$ cat src/hw/exc_detail_pkg.sv
// Shared constants and types of the exception detail formatter.
package exc_detail_pkg;

    // Register bus geometry.
    localparam int unsigned ADDR_W = 8;
    localparam int unsigned DATA_W = 32;

    // Byte offsets of the register map.
    localparam logic [7:0] OFS_CTRL       = 8'h00;
    localparam logic [7:0] OFS_STATUS     = 8'h04;
    localparam logic [7:0] OFS_MASK       = 8'h08;
    localparam logic [7:0] OFS_COMMON     = 8'h0C;
    localparam logic [7:0] OFS_DEV_ALARM0 = 8'h10;
    localparam logic [7:0] OFS_DEV_ALARM1 = 8'h14;
    localparam logic [7:0] OFS_DEV_WARN0  = 8'h18;
    localparam logic [7:0] OFS_DEV_WARN1  = 8'h1C;
    localparam logic [7:0] OFS_MFR_ALARM  = 8'h20;
    localparam logic [7:0] OFS_MFR_WARN   = 8'h24;

    // Control field positions and reset values.
    localparam int unsigned CTRL_ALARM_EN_BIT = 0;
    localparam int unsigned CTRL_WARN_EN_BIT  = 1;
    localparam logic        ALARM_EN_RST      = 1'b1;
    localparam logic        WARN_EN_RST       = 1'b1;

    // Event status field positions and reset values.
    localparam int unsigned EVT_ALARM_BIT = 0;
    localparam int unsigned EVT_WARN_BIT  = 1;
    localparam logic [1:0]  STATUS_RST    = 2'h0;
    localparam logic [1:0]  MASK_RST      = 2'h0;

    // Size bytes of the detail structures.
    localparam logic [7:0] COMMON_SIZE    = 8'h02;
    localparam logic [7:0] DEV_ALARM_SIZE = 8'h04;
    localparam logic [7:0] DEV_WARN_SIZE  = 8'h05;
    localparam logic [7:0] MFR_SIZE       = 8'h01;

    // Bit positions inside the common detail bytes.
    localparam int unsigned CMN0_DATA_MEM_BIT = 4;
    localparam int unsigned CMN0_NV_MEM_BIT   = 3;
    localparam int unsigned CMN0_CODE_MEM_BIT = 2;
    localparam int unsigned CMN1_SUPPLY_BIT   = 3;

    // Bit positions inside the device and manufacturer bytes.
    localparam int unsigned DEV_ELEC_BIT    = 1;
    localparam int unsigned DEV_FIL2_BIT    = 1;
    localparam int unsigned DEV_FIL1_BIT    = 0;
    localparam int unsigned WRN_INVALID_BIT = 0;
    localparam int unsigned WRN_OVER_BIT    = 1;
    localparam int unsigned WRN_UNDER_BIT   = 2;
    localparam int unsigned WRN_DEGAS_BIT   = 3;
    localparam int unsigned MFR_SERIAL_BIT  = 0;

    // Alarm conditions as raw levels.
    typedef struct packed {
        logic data_mem;
        logic nv_mem;
        logic code_mem;
        logic supply;
        logic tc_elec;
        logic fil2;
        logic fil1;
        logic ion_elec;
        logic serial;
    } alarm_cond_t;

    // Warning conditions as raw levels.
    typedef struct packed {
        logic reading_valid;
        logic overrange;
        logic underrange;
        logic tc_elec;
        logic fil2;
        logic fil1;
        logic degas_press;
        logic serial;
    } warn_cond_t;

    // Assembled detail bytes, sizes excluded.
    typedef struct packed {
        logic [1:0][7:0] common;
        logic [3:0][7:0] dev_alarm;
        logic [4:0][7:0] dev_warn;
        logic [7:0]      mfr_alarm;
        logic [7:0]      mfr_warn;
    } detail_t;

endpackage : exc_detail_pkg

$ cat src/hw/detail_if.sv
// Carrier of the assembled detail bytes between builder and bus slave.
`timescale 1ns/1ps
interface detail_if;
    import exc_detail_pkg::*;

    // Registered detail bytes.
    detail_t detail;

    // Builder drives the bytes.
    modport builder (output detail);
    // Slave only reads them.
    modport reader (input detail);
endinterface : detail_if

$ cat src/hw/detail_builder.sv
// Packs fault and warning conditions into the detail byte arrays.
`timescale 1ns/1ps
module detail_builder (
    // Clock and reset.
    input  wire logic                        clock_i,
    input  wire logic                        nrst_i,
    // Conditions and enables.
    input  wire exc_detail_pkg::alarm_cond_t alarm_i,
    input  wire exc_detail_pkg::warn_cond_t  warn_i,
    input  wire logic                        alarm_en_i,
    input  wire logic                        warn_en_i,
    // Assembled bytes.
    detail_if.builder                        out
);
    import exc_detail_pkg::*;

    // Whole state of the builder.
    detail_t detail_r;
    detail_t detail_nxt;

    // Rebuilds every byte from the present conditions each cycle.
    always_comb begin
        // (RULE_09) unused bits zero
        detail_nxt = '0;
        // (RULE_11) alarm enable gating
        if (alarm_en_i) begin
            // (RULE_02) memory fault bits
            detail_nxt.common[0][CMN0_DATA_MEM_BIT] = alarm_i.data_mem;
            detail_nxt.common[0][CMN0_NV_MEM_BIT]   = alarm_i.nv_mem;
            detail_nxt.common[0][CMN0_CODE_MEM_BIT] = alarm_i.code_mem;
            // (RULE_03) supply voltage bit
            detail_nxt.common[1][CMN1_SUPPLY_BIT]   = alarm_i.supply;
            // (RULE_05) device alarm bytes
            detail_nxt.dev_alarm[1][DEV_ELEC_BIT]   = alarm_i.tc_elec;
            detail_nxt.dev_alarm[2][DEV_FIL2_BIT]   = alarm_i.fil2;
            detail_nxt.dev_alarm[2][DEV_FIL1_BIT]   = alarm_i.fil1;
            detail_nxt.dev_alarm[3][DEV_ELEC_BIT]   = alarm_i.ion_elec;
            // (RULE_07) serial failure bit
            detail_nxt.mfr_alarm[MFR_SERIAL_BIT]    = alarm_i.serial;
        end
        // (RULE_11) warning enable gating
        if (warn_en_i) begin
            // (RULE_10) sensor status extension
            detail_nxt.dev_warn[0][WRN_INVALID_BIT] = ~warn_i.reading_valid;
            detail_nxt.dev_warn[0][WRN_OVER_BIT]    = warn_i.overrange;
            detail_nxt.dev_warn[0][WRN_UNDER_BIT]   = warn_i.underrange;
            detail_nxt.dev_warn[2][DEV_ELEC_BIT]    = warn_i.tc_elec;
            detail_nxt.dev_warn[3][DEV_FIL2_BIT]    = warn_i.fil2;
            detail_nxt.dev_warn[3][DEV_FIL1_BIT]    = warn_i.fil1;
            detail_nxt.dev_warn[4][WRN_DEGAS_BIT]   = warn_i.degas_press;
            detail_nxt.mfr_warn[MFR_SERIAL_BIT]     = warn_i.serial;
        end
    end

    // Registers the bytes; nothing is latched beyond one cycle.
    always_ff @(posedge clock_i or negedge nrst_i) begin
        if (!nrst_i) begin
            detail_r <= '0;
        end else begin
            detail_r <= detail_nxt;
        end
    end

    // The bytes leave straight from the register.
    assign out.detail = detail_r;

endmodule : detail_builder

$ cat src/hw/exception_detail_formatter.sv
// Avalon-MM slave that reports the gauge exception detail structures.
//
// Behaviour
// (RULE_01) Common detail size byte equals two.
// (RULE_02) Common byte zero: data, nonvolatile, code memory.
// (RULE_03) Common byte one bit three: supply voltage.
// (RULE_04) Device size four for alarms, five warnings.
// (RULE_05) Device alarm bytes carry electronics and filament faults.
// (RULE_06) Manufacturer detail is one byte, size one.
// (RULE_07) Manufacturer bit zero flags serial failure.
// (RULE_08) Size byte precedes array of that length.
// (RULE_09) Unassigned detail bits always read zero.
// (RULE_10) Warning byte zero: invalid, overrange, underrange.
// (RULE_11) Enables gate bits; disabling clears; no latching.
//
// The Avalon-MM register port and the register offsets were decided locally.
`timescale 1ns/1ps
module exception_detail_formatter (
    // Clock and reset.
    input  wire logic                                clock_i,
    input  wire logic                                nrst_i,
    // Avalon-MM slave port.
    input  wire logic [exc_detail_pkg::ADDR_W-1:0]   address_i,
    input  wire logic                                read_i,
    input  wire logic                                write_i,
    input  wire logic [exc_detail_pkg::DATA_W-1:0]   writedata_i,
    input  wire logic [3:0]                          byteenable_i,
    output logic      [exc_detail_pkg::DATA_W-1:0]   readdata_o,
    output logic                                     waitrequest_o,
    // Alarm conditions.
    input  wire logic                                data_mem_fault_i,
    input  wire logic                                nv_mem_fault_i,
    input  wire logic                                code_mem_fault_i,
    input  wire logic                                supply_fault_i,
    input  wire logic                                tc_elec_fail_i,
    input  wire logic                                fil1_fail_i,
    input  wire logic                                fil2_fail_i,
    input  wire logic                                ion_elec_fail_i,
    input  wire logic                                serial_fail_i,
    // Warning conditions.
    input  wire logic                                reading_valid_i,
    input  wire logic                                overrange_i,
    input  wire logic                                underrange_i,
    input  wire logic                                tc_elec_warn_i,
    input  wire logic                                fil1_warn_i,
    input  wire logic                                fil2_warn_i,
    input  wire logic                                degas_press_warn_i,
    input  wire logic                                serial_warn_i,
    // Interrupt.
    output logic                                     irq_o
);
    import exc_detail_pkg::*;

    // Whole state of the bus slave and event logic.
    typedef struct packed {
        logic              waitreq;    // Stall flag seen by the master.
        logic [DATA_W-1:0] rdata;      // Read data held for the master.
        logic              alarm_en;   // Alarm reporting enable.
        logic              warn_en;    // Warning reporting enable.
        logic [1:0]        status;     // Sticky event bits.
        logic [1:0]        mask;       // Interrupt mask, one enables.
        logic              irq;        // Registered interrupt level.
        logic              alarm_prev; // Alarm summary of last cycle.
        logic              warn_prev;  // Warning summary of last cycle.
    } slave_state_t;

    // Current and next state.
    slave_state_t st_r;
    slave_state_t st_nxt;

    // Condition bundles handed to the builder.
    alarm_cond_t alarm_cond;
    warn_cond_t  warn_cond;

    // Detail bytes coming back from the builder.
    detail_if det ();

    // Summaries of active, enabled conditions.
    logic alarm_any;
    logic warn_any;

    // Bus handshake terms.
    logic req;        // A read or write is being presented.
    logic first_seen; // First cycle of a request: data are prepared.
    logic commit;     // Cycle in which the master takes the answer.

    // Compares a word address against a register offset.
    function automatic logic addr_is(input logic [ADDR_W-1:0] addr,
                                     input logic [7:0]        ofs);
        addr_is = (addr[ADDR_W-1:2] == ofs[7:2]);
    endfunction : addr_is

    // Merges write data into a narrow field under byte lane zero.
    function automatic logic [1:0] lane0_merge(
        input logic [1:0] old,
        input logic [1:0] wdat,
        input logic       be0);
        lane0_merge = be0 ? wdat : old;
    endfunction : lane0_merge

    // Gathers the alarm inputs into one bundle.
    assign alarm_cond = {
        data_mem_fault_i,
        nv_mem_fault_i,
        code_mem_fault_i,
        supply_fault_i,
        tc_elec_fail_i,
        fil2_fail_i,
        fil1_fail_i,
        ion_elec_fail_i,
        serial_fail_i
    };

    // Gathers the warning inputs into one bundle.
    assign warn_cond = {
        reading_valid_i,
        overrange_i,
        underrange_i,
        tc_elec_warn_i,
        fil2_warn_i,
        fil1_warn_i,
        degas_press_warn_i,
        serial_warn_i
    };

    // Byte builder; it sees the enables held in the control register.
    detail_builder u_builder (
        .clock_i    (clock_i),
        .nrst_i     (nrst_i),
        .alarm_i    (alarm_cond),
        .warn_i     (warn_cond),
        .alarm_en_i (st_r.alarm_en),
        .warn_en_i  (st_r.warn_en),
        .out        (det.builder)
    );

    // Any set alarm or warning bit counts as an active condition.
    assign alarm_any = (|det.detail.common) | (|det.detail.dev_alarm)
                     | (|det.detail.mfr_alarm);
    assign warn_any  = (|det.detail.dev_warn) | (|det.detail.mfr_warn);

    // A request waits exactly one cycle before it is answered.
    assign req        = read_i | write_i;
    assign first_seen = req & st_r.waitreq;
    assign commit     = req & ~st_r.waitreq;

    // Selects the word a read returns; unmapped offsets read zero.
    function automatic logic [DATA_W-1:0] read_word(
        input logic [ADDR_W-1:0] addr,
        input slave_state_t      s,
        input detail_t           d);
        read_word = '0;
        if (addr_is(addr, OFS_CTRL)) begin
            read_word[CTRL_ALARM_EN_BIT] = s.alarm_en;
            read_word[CTRL_WARN_EN_BIT]  = s.warn_en;
        end else if (addr_is(addr, OFS_STATUS)) begin
            read_word[1:0] = s.status;
        end else if (addr_is(addr, OFS_MASK)) begin
            read_word[1:0] = s.mask;
        end else if (addr_is(addr, OFS_COMMON)) begin
            // (RULE_01) common size two
            read_word[23:0] = {d.common[1], d.common[0], COMMON_SIZE};
        end else if (addr_is(addr, OFS_DEV_ALARM0)) begin
            // (RULE_04) alarm size four
            read_word = {d.dev_alarm[2], d.dev_alarm[1], d.dev_alarm[0],
                         DEV_ALARM_SIZE};
        end else if (addr_is(addr, OFS_DEV_ALARM1)) begin
            read_word[7:0] = d.dev_alarm[3];
        end else if (addr_is(addr, OFS_DEV_WARN0)) begin
            // (RULE_04) warning size five
            read_word = {d.dev_warn[2], d.dev_warn[1], d.dev_warn[0],
                         DEV_WARN_SIZE};
        end else if (addr_is(addr, OFS_DEV_WARN1)) begin
            read_word[15:0] = {d.dev_warn[4], d.dev_warn[3]};
        end else if (addr_is(addr, OFS_MFR_ALARM)) begin
            // (RULE_06) manufacturer size one
            read_word[15:0] = {d.mfr_alarm, MFR_SIZE};
        end else if (addr_is(addr, OFS_MFR_WARN)) begin
            // (RULE_08) size then array
            read_word[15:0] = {d.mfr_warn, MFR_SIZE};
        end
    endfunction : read_word

    // Next-state logic of handshake, registers, events and interrupt.
    always_comb begin
        st_nxt = st_r;

        // Raise the stall again after each answered request.
        st_nxt.waitreq = ~first_seen;

        // Read data are captured one edge before the master takes them.
        if (first_seen && read_i) begin
            st_nxt.rdata = read_word(address_i, st_r, det.detail);
        end

        // Register writes take effect only at the answering edge.
        if (commit && write_i) begin
            if (addr_is(address_i, OFS_CTRL) && byteenable_i[0]) begin
                // (RULE_11) enable attributes written
                st_nxt.alarm_en = writedata_i[CTRL_ALARM_EN_BIT];
                st_nxt.warn_en  = writedata_i[CTRL_WARN_EN_BIT];
            end else if (addr_is(address_i, OFS_STATUS) && byteenable_i[0]) begin
                // Write one to clear.
                st_nxt.status = st_r.status & ~writedata_i[1:0];
            end else if (addr_is(address_i, OFS_MASK)) begin
                st_nxt.mask = lane0_merge(st_r.mask, writedata_i[1:0], byteenable_i[0]);
            end
        end

        // Remember the summaries to find their rising edges.
        st_nxt.alarm_prev = alarm_any;
        st_nxt.warn_prev  = warn_any;

        // Rising summaries set their sticky bits; a set beats a clear.
        if (alarm_any && !st_r.alarm_prev) begin
            st_nxt.status[EVT_ALARM_BIT] = 1'b1;
        end
        if (warn_any && !st_r.warn_prev) begin
            st_nxt.status[EVT_WARN_BIT] = 1'b1;
        end

        // Interrupt follows the masked status of the next cycle.
        st_nxt.irq = |(st_nxt.status & st_nxt.mask);
    end

    // State register with asynchronous reset to constants.
    always_ff @(posedge clock_i or negedge nrst_i) begin
        if (!nrst_i) begin
            st_r.waitreq    <= 1'b1;
            st_r.rdata      <= '0;
            st_r.alarm_en   <= ALARM_EN_RST;
            st_r.warn_en    <= WARN_EN_RST;
            st_r.status     <= STATUS_RST;
            st_r.mask       <= MASK_RST;
            st_r.irq        <= 1'b0;
            st_r.alarm_prev <= 1'b0;
            st_r.warn_prev  <= 1'b0;
        end else begin
            st_r <= st_nxt;
        end
    end

    // Outputs come straight from the state register.
    assign readdata_o    = st_r.rdata;
    assign waitrequest_o = st_r.waitreq;
    assign irq_o         = st_r.irq;

endmodule : exception_detail_formatter

$ cat config.mk
export PLATFORM = sky130hd
export DESIGN_NAME = exception_detail_formatter
export DESIGN_NICKNAME = d
export VERILOG_FILES = /design/src/hw/exc_detail_pkg.sv /design/src/hw/detail_if.sv /design/src/hw/detail_builder.sv /design/src/hw/exception_detail_formatter.sv
export SDC_FILE = /design/constraint.sdc
export NUM_CORES = 1
export LEC_CHECK = 0
export BUFFER_PORTS_ARGS = -buffer_cell sky130_fd_sc_hd__buf_2
export CORE_MARGIN = 1
export CORE_UTILIZATION = 50
export CTS_BUF_LIST = sky130_fd_sc_hd__clkbuf_4
export DETAILED_ROUTE_END_ITERATION = 16
export PLACE_DENSITY = 0.82
export SYNTH_ARGS = -nofsm -noshare
export SYNTH_HDL_FRONTEND = slang
export SYNTH_HIERARCHICAL = 1
export SYNTH_SLANG_ARGS = --single-unit
$ cat constraint.sdc
create_clock -name clock_i -period 4.45 [get_ports clock_i]
set_clock_uncertainty 0.2 [all_clocks]
set_input_delay 1.1125 -clock clock_i [delete_from_list [all_inputs] [get_ports clock_i]]
set_output_delay 1.1125 -clock clock_i [all_outputs]
set_load 0.005 [all_outputs]
==> results of run 1 <==
==> layer usage <==
metal,vias to the layer above,GRT usage (%),wire (microns)
met1,1467,27.9,3680
met2,126,35.7,3990
met3,24,5.72,603
met4,0,8.59,203
met5,-,0,0
li1,1495,-,-
==> through the flow <==
stage	instance area, sq um	instances	setup slack [ns]	hold WS (ns)	utilization (%)
final	4000	592	1.64	0.270	51.5
after global routing	4000	592	1.47	0.296	51.5
after CTS	4000	592	1.69	0.274	51.5
after detailed placement	3870	576	1.28	0.265	49.8
after global placement	3870	576	1.27	0.259	49.8
after floorplan	4350	540	1.72	0.247	-
==> worst max-delay path, delay by kind of cell <==
| kind | cells | cell delay [ns] |
|---|---|---|
| AOI/OAI and AO/OA | 2 | 0.59 |
| buffers and inverters | 1 | 0.14 |
| and+or+nand+nor | 3 | 1.04 |
==> cell families (layout without fill, tap and decap cells) <==
| family | after synthesis | in the layout |
|---|---|---|
| compound gates | 96 | 96 |
| mux | 20 | 20 |
| flops | 59 | 59 |
| simple gates | 141 | 141 |
| buf+inv | 137 | 87 |
| other cells | 1 | 87 |
==> power breakdown <==
group	switching, mW	internal (mW)
logic	0.101	0.0572
clock network	0.188	0.186
registers	0.0142	0.558
==> layout by cell type (no fill, tap or decap), types with 10 or more instances in the layout <==
cell type	instances
a21oi_1	27
and2_1	16
buf_2	63
clkbuf_4	12
conb_1	87
dfrtp_1	56
mux2i_1	16
nand2_1	31
nor2_1	21
nor2b_1	11
nor3_1	12
nor4_1	28
o21ai_0	23
o22ai_1	10
==> cell type report <==
| class | instances | area (sq um) |
|---|---|---|
| repair buffers | 67 | 345 |
| flip-flops and latches | 59 | 1480 |
| inverters | 4 | 15.0 |
| well taps | 102 | 128 |
| multi-input cells | 344 | 1900 |
| clock buffers | 12 | 90.1 |
| clock inverters | 4 | 42.5 |
| fillers | 754 | 3770 |
==> sequential cells by signal, indices dropped and copies added, names as in the netlist <==
| signal | cells |
|---|---|
| st_r | 8 |
| readdata_o | 32 |
| irq_o | 1 |
| u_builder/out.detail | 17 |
| waitrequest_o | 1 |
==> final timing paths <==
path                                                   end               startpoint  cells after the start  slack (ns)
worst min register to register           st_r[5]$_DFF_PN0_        st_r[1]$_DFF_PN0_                      1        0.27
worst max-delay path            readdata_o[13]$_DFFE_PN0P_             address_i[7]                      6        1.64
worst min-delay path                     st_r[5]$_DFF_PN0_        st_r[1]$_DFF_PN0_                      1        0.27
max in group asynchronous              st_r[7]$_DFFE_PN1P_                   nrst_i                      2        2.67
worst max register to register  readdata_o[13]$_DFFE_PN0P_  waitrequest_o$_DFF_PN1_                      5        2.04
min in group asynchronous       readdata_o[19]$_DFFE_PN0P_                   nrst_i                      1        0.52
==> results.md, run 1 <==
* Worst path max stage delay at 0.53 ns
* Hold crit path type: flip-flop to flip-flop
* Worst EP arrival at 2.91 ns
* Kind of critical path: input port to flip-flop
* Fraction of layout cells with a size suffix above 1 at 19.0%
* Synth warn at 6
* Power Total at 1.10 mW
* CTS root buf: clkbuf_4
* WL/cell at 14.3 microns
* Cts repair resizes at 0
* Routed Antenna Nets at 0
* DRC at 0
* Measured slew at the worst slew-check pin at 1.25 ns
* EDFF count, synth at 0
* Core ar. at 7770 sq um
* Vias/cell at 5.26
* Total GRT Usage at 21.9%
* Period minus WS final at 2.81 ns
* Yosys top cell area share at 34.8%
* H-tree levels at 3
* Die Area at 8420 sq um
* Critical Path RT at 4.55 ns
* Layout area overhead at -0.652%
* Max Slew Vio Count at 0
* Crit-path max FO at 17
* Mean Syn Cell Area at 8.87 sq um
* Sink Count at 59
* Total wire length at 8480 microns
* Crit path cell chain: buf_2, nor4_1, nor2_1, a21oi_1, nor3_1, a221o_1
* Worst-skew pair later-pin latency at 0.42 ns
* First-pass GRT wire length at 14200 microns
* Endpoints failing setup at 0
* Cell variety after synth at 41
* Antenna violations before repair at 0
* Post-synth top flop: dfrtp_1
* Critical path capture point type: flip-flop
* Max-cap check violation count at 0
* Max clock buf depth at 2
* Pwr Density at 276 nW/um^2
* Number of global-route vias before repair at 2988
* Post-CTS Setup Inserts at 0
* I/O Buffers at 63
* Die height at 91.7 microns
* Number of inserted diodes at 0
* Iteration-0 DRC Markers at 213
* Setup crit start kind: input port
* CTS Buf Count at 9
* Drt pass-1 iters at 4
* Rows at 32
* Mapped Area at 4030 sq um
* Mux cell area share after synthesis at 5.10%
* Fin nets at 550
* Vias at 3112
* Complex-gate fraction of the synthesized area at 15.0%
* Leakage at 1.98 nW
* Largest family of logic cells by synthesized area: buffers and inverters
* Synth top cells by count: buf_4 (119), dfrtp_1 (56), nand2_1 (31)
* Status: finished clean
* Crit share post-route at 63.1%
* Placer Congestion at 0.871
* Simple-gate share of the synthesized area at 18.9%
* Largest net degree at the start of global routing at 36
* Synth Register Bits at 59
* Post-DP HPWL at 6340 microns
* Slowest CP cell: nor4_1
* Fraction of registers with async set or reset after synthesis at 100%
* Hold buffers post-CTS at 0
* Top cells by area, synth: dfrtp_1 (35%), buf_4 (22%), nor4_1 (4.4%), mux2i_1 (4.0%), a21oi_1 (3.4%)
* DIE WIDTH at 91.7 microns
* Register area share after synthesis at 36.8%
* Initial cell density of the core at 51.8%
* Clock slew at reported path FFs at 0.10 ns
* Final Hold Fails at 0
* Top-count cell post-synth: buf_4
* GR Overflow Total at 0
* Setup TNS at 0 ns
* Setup repair after global routing missed its margin: no
* Post-Synth Adder-Cell Area at 0%
* XOR/XNOR share of the synthesized area at 0%
* Peak VDD IR at 0.197 mV
* CTS tree: yes
* Slew headroom at 16.6%
* Synth Instances at 454
* Fmax at 356 MHz
* Synth area leader: dfrtp_1
* IO Count at 99
No activity file was read; power rests on OpenSTA's default activity.
==> run 2, diff against run 1 <==
- clock period: 4.45 -> 2.9 ns (I/O delays scaled with it)
==> run 2 against run 1 <==
Final cell count increased by 1.2%. Die area did not move. Largest cell class unchanged. Critical path type unchanged. Sequential share of layout area fell by 1.0 points. Largest power group unchanged.
==> results.md, run 2 (synthesized netlist as in run 1, its figures left out) <==
* Met3 wire len at 571 microns (was 603 microns)
* Worst Reg-to-Reg Cells at 5 (unchanged)
* Fin nets at 557 (was 550)
* Hold buffers post-CTS at 0 (unchanged)
* CTS tree: yes (unchanged)
* Drt pass-1 iters at 4 (unchanged)
* Highest metal used: met4 (unchanged)
* DR WL met2 at 4070 microns (was 3990 microns)
* Die height at 91.7 microns (unchanged)
* CTS root buf: clkbuf_4 (unchanged)
* Vias/cell at 5.14 (was 5.26)
* Endpoints failing setup at 0 (unchanged)
* Leakage at 2.04 nW (was 1.98 nW)
* Total GRT Usage at 21.7% (was 21.9%)
* Post-CTS Setup Inserts at 0 (unchanged)
* Iteration-0 DRC Markers at 161 (was 213)
* Routed Antenna Nets at 0 (unchanged)
* Power Total at 1.86 mW (was 1.10 mW)
* Slew headroom at 18.9% (was 16.6%)
* Post-DP HPWL at 6390 microns (was 6340 microns)
* Antenna violations before repair at 0 (unchanged)
* Core ar. at 7770 sq um (unchanged)
* Most frequent cells in the layout: conb_1 (87), buf_2 (63), dfrtp_1 (56) (unchanged)
* Kind of critical path: input port to flip-flop (unchanged)
* Peak VDD IR at 0.296 mV (was 0.197 mV)
* Critical Path RT at 3.05 ns (was 4.55 ns)
* IO Count at 99 (unchanged)
* GR Overflow Total at 0 (unchanged)
* Critical path capture point type: flip-flop (unchanged)
* Crit-path max FO at 17 (unchanged)
* Number of inserted diodes at 0 (unchanged)
* WL/cell at 14.2 microns (was 14.3 microns)
* Fmax at 410 MHz
* Setup TNS at 0 ns (unchanged)
* Hold crit path type: input port to asynchronous set/reset pin (was flip-flop to flip-flop)
* Placer Congestion at 0.902 (was 0.871)
* Wire length on met1 at 3750 microns (was 3680 microns)
* Max clock buf depth at 2 (unchanged)
* Fill cells at 750 (was 754)
* Max reg flops at 32 (unchanged)
* Setup repair after global routing missed its margin: no (unchanged)
* Number of global-route vias before repair at 2925 (was 2988)
* Rows at 32 (unchanged)
* Final Hold Fails at 0 (unchanged)
* DIE WIDTH at 91.7 microns (unchanged)
* DRC at 0 (unchanged)
* H-tree levels at 3 (unchanged)
* CTS Buf Count at 9 (unchanged)
* Layout area overhead at 2.11% (was -0.652%)
* Period minus WS final at 2.44 ns
* Worst-skew pair later-pin latency at 0.41 ns (was 0.42 ns)
* Measured slew at the worst slew-check pin at 1.21 ns (was 1.25 ns)
* Vias at 3080 (was 3112)
* Total wire length at 8510 microns (was 8480 microns)
* Status: finished clean (unchanged)
* I/O Buffers at 63 (unchanged)
* Initial cell density of the core at 51.8% (unchanged)
* Clock slew at reported path FFs at 0.10 ns (about the same)
* Worst EP arrival at 2.59 ns (was 2.91 ns)
* Die Area at 8420 sq um (unchanged)
* Setup crit start kind: input port (unchanged)
* Sink Count at 59 (unchanged)
* Cts repair resizes at 0 (unchanged)
* Max-cap check violation count at 0 (unchanged)
* Max Slew Vio Count at 0 (unchanged)
* Commonest non-fill, non-tap cell in the layout: conb_1 (unchanged)
* First-pass GRT wire length at 14100 microns (was 14200 microns)
* Largest net degree at the start of global routing at 36 (unchanged)
* Finished Core Util at 52.9% (was 51.5%)
* Fraction of layout cells with a size suffix above 1 at 20.3% (was 19.0%)
* Crit share post-route at 84.2%
* Pwr Density at 453 nW/um^2 (was 276 nW/um^2)
## run 2: stage by stage
| step | worst slack, ns | instances | hold slack, ns | instance area [sq um] |
|---|---|---|---|---|
| global placement | 0.114 | 583 | 0.260 | 3930 |
| CTS | 0.516 | 599 | 0.0978 | 4110 |
| detailed placement | 0.0750 | 583 | 0.266 | 3930 |
| floorplan | 0.555 | 540 | 0.229 | 4350 |
| global route | 0.294 | 599 | 0.128 | 4110 |
| finish | 0.459 | 599 | 0.0957 | 4110 |
## run 2: routing by layer
| layer | vias to the layer above | GRT usage, % |
|---|---|---|
| met3 | 14 | 5.39 |
| met4 | 0 | 7.16 |
| met1 | 1448 | 28.0 |
| met2 | 110 | 35.7 |
| li1 | 1508 | - |
| met5 | - | 0 |
## run 2: where the power goes
| part | switching (mW) | internal [mW] | leakage (nW) |
|---|---|---|---|
| Sequential | 0.0213 | 0.855 | 0.786 |
| Clock | 0.298 | 0.441 | 0.0978 |
| Combinational | 0.156 | 0.0919 | 1.16 |
## run 2: cell type report
type	instances	area [sq um]	share of cell area (%)
multi-input cells	344	1900	46.2
flip-flops and latches	59	1480	36.0
repair buffers	74	410	9.98
well taps	102	128	3.10
clock inverters	6	104	2.53
clock buffers	10	75.1	1.83
inverters	4	15.0	0.365
## run 2: final timing paths
path / from / end / slack [ns]
max: address_i[6] / readdata_o[15]$_DFFE_PN0P_ / 0.46
min: nrst_i / u_builder/out.detail[99]$_DFF_PN0_ / 0.1
max reg2reg: waitrequest_o$_DFF_PN1_ / readdata_o[15]$_DFFE_PN0P_ / 0.50
min reg2reg: readdata_o[24]$_DFFE_PN0P_ / readdata_o[24]$_DFFE_PN0P_ / 0.28
max in group asynchronous: nrst_i / waitrequest_o$_DFF_PN1_ / 1.76
min in group clock_i: write_i / waitrequest_o$_DFF_PN1_ / 0.28
## run 2: worst max-delay path: stages
cell     delay, ns
buf_2         0.15
nor4_1        0.08
buf_4         0.14
nor2_1        0.91
a21oi_1       0.13
nor3_1        0.27
a221o_1       0.17
==> run 3, diff against run 2 <==
- ABC_AREA: not set -> 1
- PLACE_DENSITY: 0.82 -> 0.8
- clock period: 2.9 -> 2.4 ns (I/O delays scaled with it)
==> run 3 against run 2 <==
Synthesized cell count up 46%. Utilization down 1.3 points. Power up 12%. Via count up 21%. Design area up 9.6%. Sequential share of layout area down 3.1 points. Critical path depth down 6. Clock power down 5.1%. Combinational power up 28%. Routed wire length up 4.6%. Highest routed layer unchanged. Synthesized area up 11%.
==> results.md, run 3 <==
* GR Overflow Total at 0 (unchanged)
* Total wire length at 8900 microns (was 8510 microns)
* CTS root buf: clkbuf_4 (unchanged)
* Setup repair after global routing missed its margin: no (unchanged)
* Kind of critical path: flip-flop to output port (was input port to flip-flop)
* Max Slew Vio Count at 0 (unchanged)
* Worst EP arrival at 1.09 ns (was 2.59 ns)
* WL/cell at 10.9 microns (was 14.2 microns)
* Crit share post-route at 78.7%
* Die Area at 9350 sq um (was 8420 sq um)
* Period minus WS final at 1.89 ns
* Synth Register Bits at 59 (unchanged)
* Max-cap check violation count at 0 (unchanged)
* Status: finished clean (unchanged)
* CP startpoint: waitrequest_o$_DFF_PN1_ (was address_i[6])
* Synth area leader: dfrtp_1 (unchanged)
* Design area at 4500 sq um (was 4110 sq um)
* Initial cell density of the core at 51.4% (was 51.8%)
* Top-count cell post-synth: nand2_1 (was buf_4)
* Layout area overhead at 0.446% (was 2.11%)
* Worst Setup EP: waitrequest_o (was readdata_o[15]$_DFFE_PN0P_)
* Mapped Area at 4480 sq um (was 4030 sq um)
* Final hold slack at 0.125 ns (was 0.0957 ns)
* Worst path max stage delay at 0.56 ns (was 0.91 ns)
* First-pass GRT wire length at 15300 microns (was 14100 microns)
* Sink Count at 59 (unchanged)
* Core ar. at 8720 sq um (was 7770 sq um)
* Antenna violations before repair at 0 (unchanged)
* Vias/cell at 4.59 (was 5.14)
* Worst Path Buf+Inv at 1 (was 2)
* Post-synth top flop: dfrtp_1 (unchanged)
* Dpl ws at 0.249 ns (was 0.0750 ns)
* Pwr Density at 463 nW/um^2 (was 453 nW/um^2)
* Endpoints failing setup at 0 (unchanged)
* Largest delay share family, worst path: flip-flops (was simple AND/OR/NAND/NOR gates)
* Cts repair resizes at 0 (unchanged)
* Critical Path RT at 1.60 ns (was 3.05 ns)
* Vias at 3742 (was 3080)
* Worst Reg-to-Reg Cells at 9 (was 5)
* Fin nets at 768 (was 557)
* Register area share after synthesis at 33.0% (was 36.8%)
* Peak VDD IR at 0.280 mV (was 0.296 mV)
* Final Hold Fails at 0 (unchanged)
* DRC at 0 (unchanged)
* Worst hold stages at 2
* EDFF count, synth at 0 (unchanged)
* Placed Area at 4360 sq um (was 3930 sq um)
* Max clock buf depth at 2 (unchanged)
* Leakage at 2.60 nW (was 2.04 nW)
* CTS tree: yes (unchanged)
* Finished Core Util at 51.6% (was 52.9%)
* Largest net degree at the start of global routing at 43 (was 36)
* Post-DP HPWL at 6700 microns (was 6390 microns)
* Worst-skew pair later-pin latency at 0.41 ns (about the same)
* R2R Setup Slk at 0.58 ns (was 0.50 ns)
* CP Depth at 1 (was 7)
* Synth Instances at 664 (was 454)
* Slowest CP cell: dfstp_2 (was nor2_1)
* Fraction of layout cells with a size suffix above 1 at 16.5% (was 20.3%)
* Commonest non-fill, non-tap cell in the layout: nand2_1 (was conb_1)
* Total GRT Usage at 20.2% (was 21.7%)
* Setup crit start kind: flip-flop (was input port)
* Drt pass-1 iters at 5 (was 4)
* Measured slew at the worst slew-check pin at 0.501 ns (was 1.21 ns)
* Number of inserted diodes at 0 (unchanged)
* Fin worst setup slack at 0.511 ns (was 0.459 ns)
* H-tree levels at 3 (unchanged)
* Hold crit path type: input port to flip-flop (was input port to asynchronous set/reset pin)
* Number of global-route vias before repair at 3533 (was 2925)
* Top cells by area, synth: dfrtp_1 (31%), buf_4 (21%), nand2_1 (18%), nor2_1 (6.7%), inv_1 (4.9%) (was dfrtp_1 (35%), buf_4 (22%), nor4_1 (4.4%), mux2i_1 (4.0%), a21oi_1 (3.4%))
* Rows at 34 (was 32)
* Max reg flops at 32 (unchanged)
* Crit-path max FO at 4 (was 17)
* Placer Congestion at 0.933 (was 0.902)
* Fraction of registers with async set or reset after synthesis at 100% (unchanged)
* Synth warn at 6 (unchanged)
* Routed Antenna Nets at 0 (unchanged)
* Die height at 96.7 microns (was 91.7 microns)
* Cell variety after synth at 23 (was 41)
* Iteration-0 DRC Markers at 209 (was 161)
* Mean Syn Cell Area at 6.75 sq um (was 8.87 sq um)
* Critical path capture point type: output port (was flip-flop)
* Fmax at 529 MHz
* Most frequent cells in the layout: nand2_1 (216), conb_1 (87), nor2_1 (80) (was conb_1 (87), buf_2 (63), dfrtp_1 (56))
* Slew headroom at 66.5% (was 18.9%)
* Synth top cells by count: nand2_1 (216), buf_4 (123), nor2_1 (80) (was buf_4 (119), dfrtp_1 (56), nand2_1 (31))
* Crit Reg-Reg Endpoint: readdata_o[9]$_DFFE_PN0P_ (was readdata_o[15]$_DFFE_PN0P_)
* I/O Buffers at 63 (unchanged)
* DIE WIDTH at 96.7 microns (was 91.7 microns)
* Clock slew at reported path FFs at 0.11 ns (was 0.10 ns)
* Crit path cell chain: buf_2 (was buf_2, nor4_1, buf_4, nor2_1, a21oi_1, nor3_1, a221o_1)
* Setup TNS at 0 ns (unchanged)
* Yosys top cell area share at 31.3% (was 34.8%)
* CTS Buf Count at 9 (unchanged)
* IO Count at 99 (unchanged)
* FF-to-FF Start: waitrequest_o$_DFF_PN1_ (unchanged)
run 3: changes by cell type after synthesis, moves of 10 or more:
cell | previous run | this run
nor3_1 | 12 | 0
inv_1 | 4 | 59
nor4_1 | 28 | 0
mux2i_1 | 16 | 0
nor2b_1 | 11 | 0
or2_2 | 0 | 13
nand3_1 | 3 | 14
o22ai_1 | 10 | 0
nor2_1 | 21 | 80
nand2_1 | 31 | 216
and2_1 | 16 | 0
run 3: through the flow:
stage | instances | power [mW]
2_1_floorplan | 750 | 1.41
5_1_grt | 816 | 2.20
6_report | 816 | 2.09
3_3_place_gp | 799 | 1.38
4_1_cts | 816 | 2.10
3_5_place_dp | 799 | 1.39
run 3: logic make-up after synthesis:
| family | share of synthesized area (%) |
|---|---|
| compound gates | 8.43 |
| buf+inv | 26.9 |
| flops | 33.0 |
| other cells | 0.0836 |
| simple gates | 31.6 |
run 3: layout make-up:
class,count,area (sq um)
fill,858,4220
sequential,59,1480
clock inverter,6,56.3
inverter,60,225
timing repair buffer,74,413
multi-input combinational,499,2120
clock buffer,10,75.1
tap,108,135
run 3: worst min path at each step:
| stage | from | endpoint |
|---|---|---|
| finish | reading_valid_i | u_builder/out.detail[16]$_DFF_PN0_ |
| global route | reading_valid_i | u_builder/out.detail[16]$_DFF_PN0_ |
| CTS | reading_valid_i | u_builder/out.detail[16]$_DFF_PN0_ |
| detailed placement | readdata_o[4]$_DFFE_PN0P_ | readdata_o[4]$_DFFE_PN0P_ |
| global placement | readdata_o[26]$_DFFE_PN0P_ | readdata_o[26]$_DFFE_PN0P_ |
| floorplan | nrst_i | irq_o$_DFF_PN0_ |
run 3: what timing repair did:
action                                 in CTS  in global routing
setup buffers                               0                  0
endpoints found under the hold margin      19                  0
hold buffers                                1                  0
run 3: power by group:
| group | switching (mW) | internal [mW] |
|---|---|---|
| clock network | 0.380 | 0.321 |
| logic | 0.209 | 0.108 |
| registers | 0.0299 | 1.04 |
| total | 0.619 | 1.47 |
run 3: per-layer routing:
layer  global-route usage (%)  part of all wire (%)  vias up
met4                     8.15                   2.4        0
met3                     4.34                   8.7       25
li1                         -                     -     1929
met2                     33.8                    46      148
met5                        0                     0        -
met1                     25.3                    43     1640
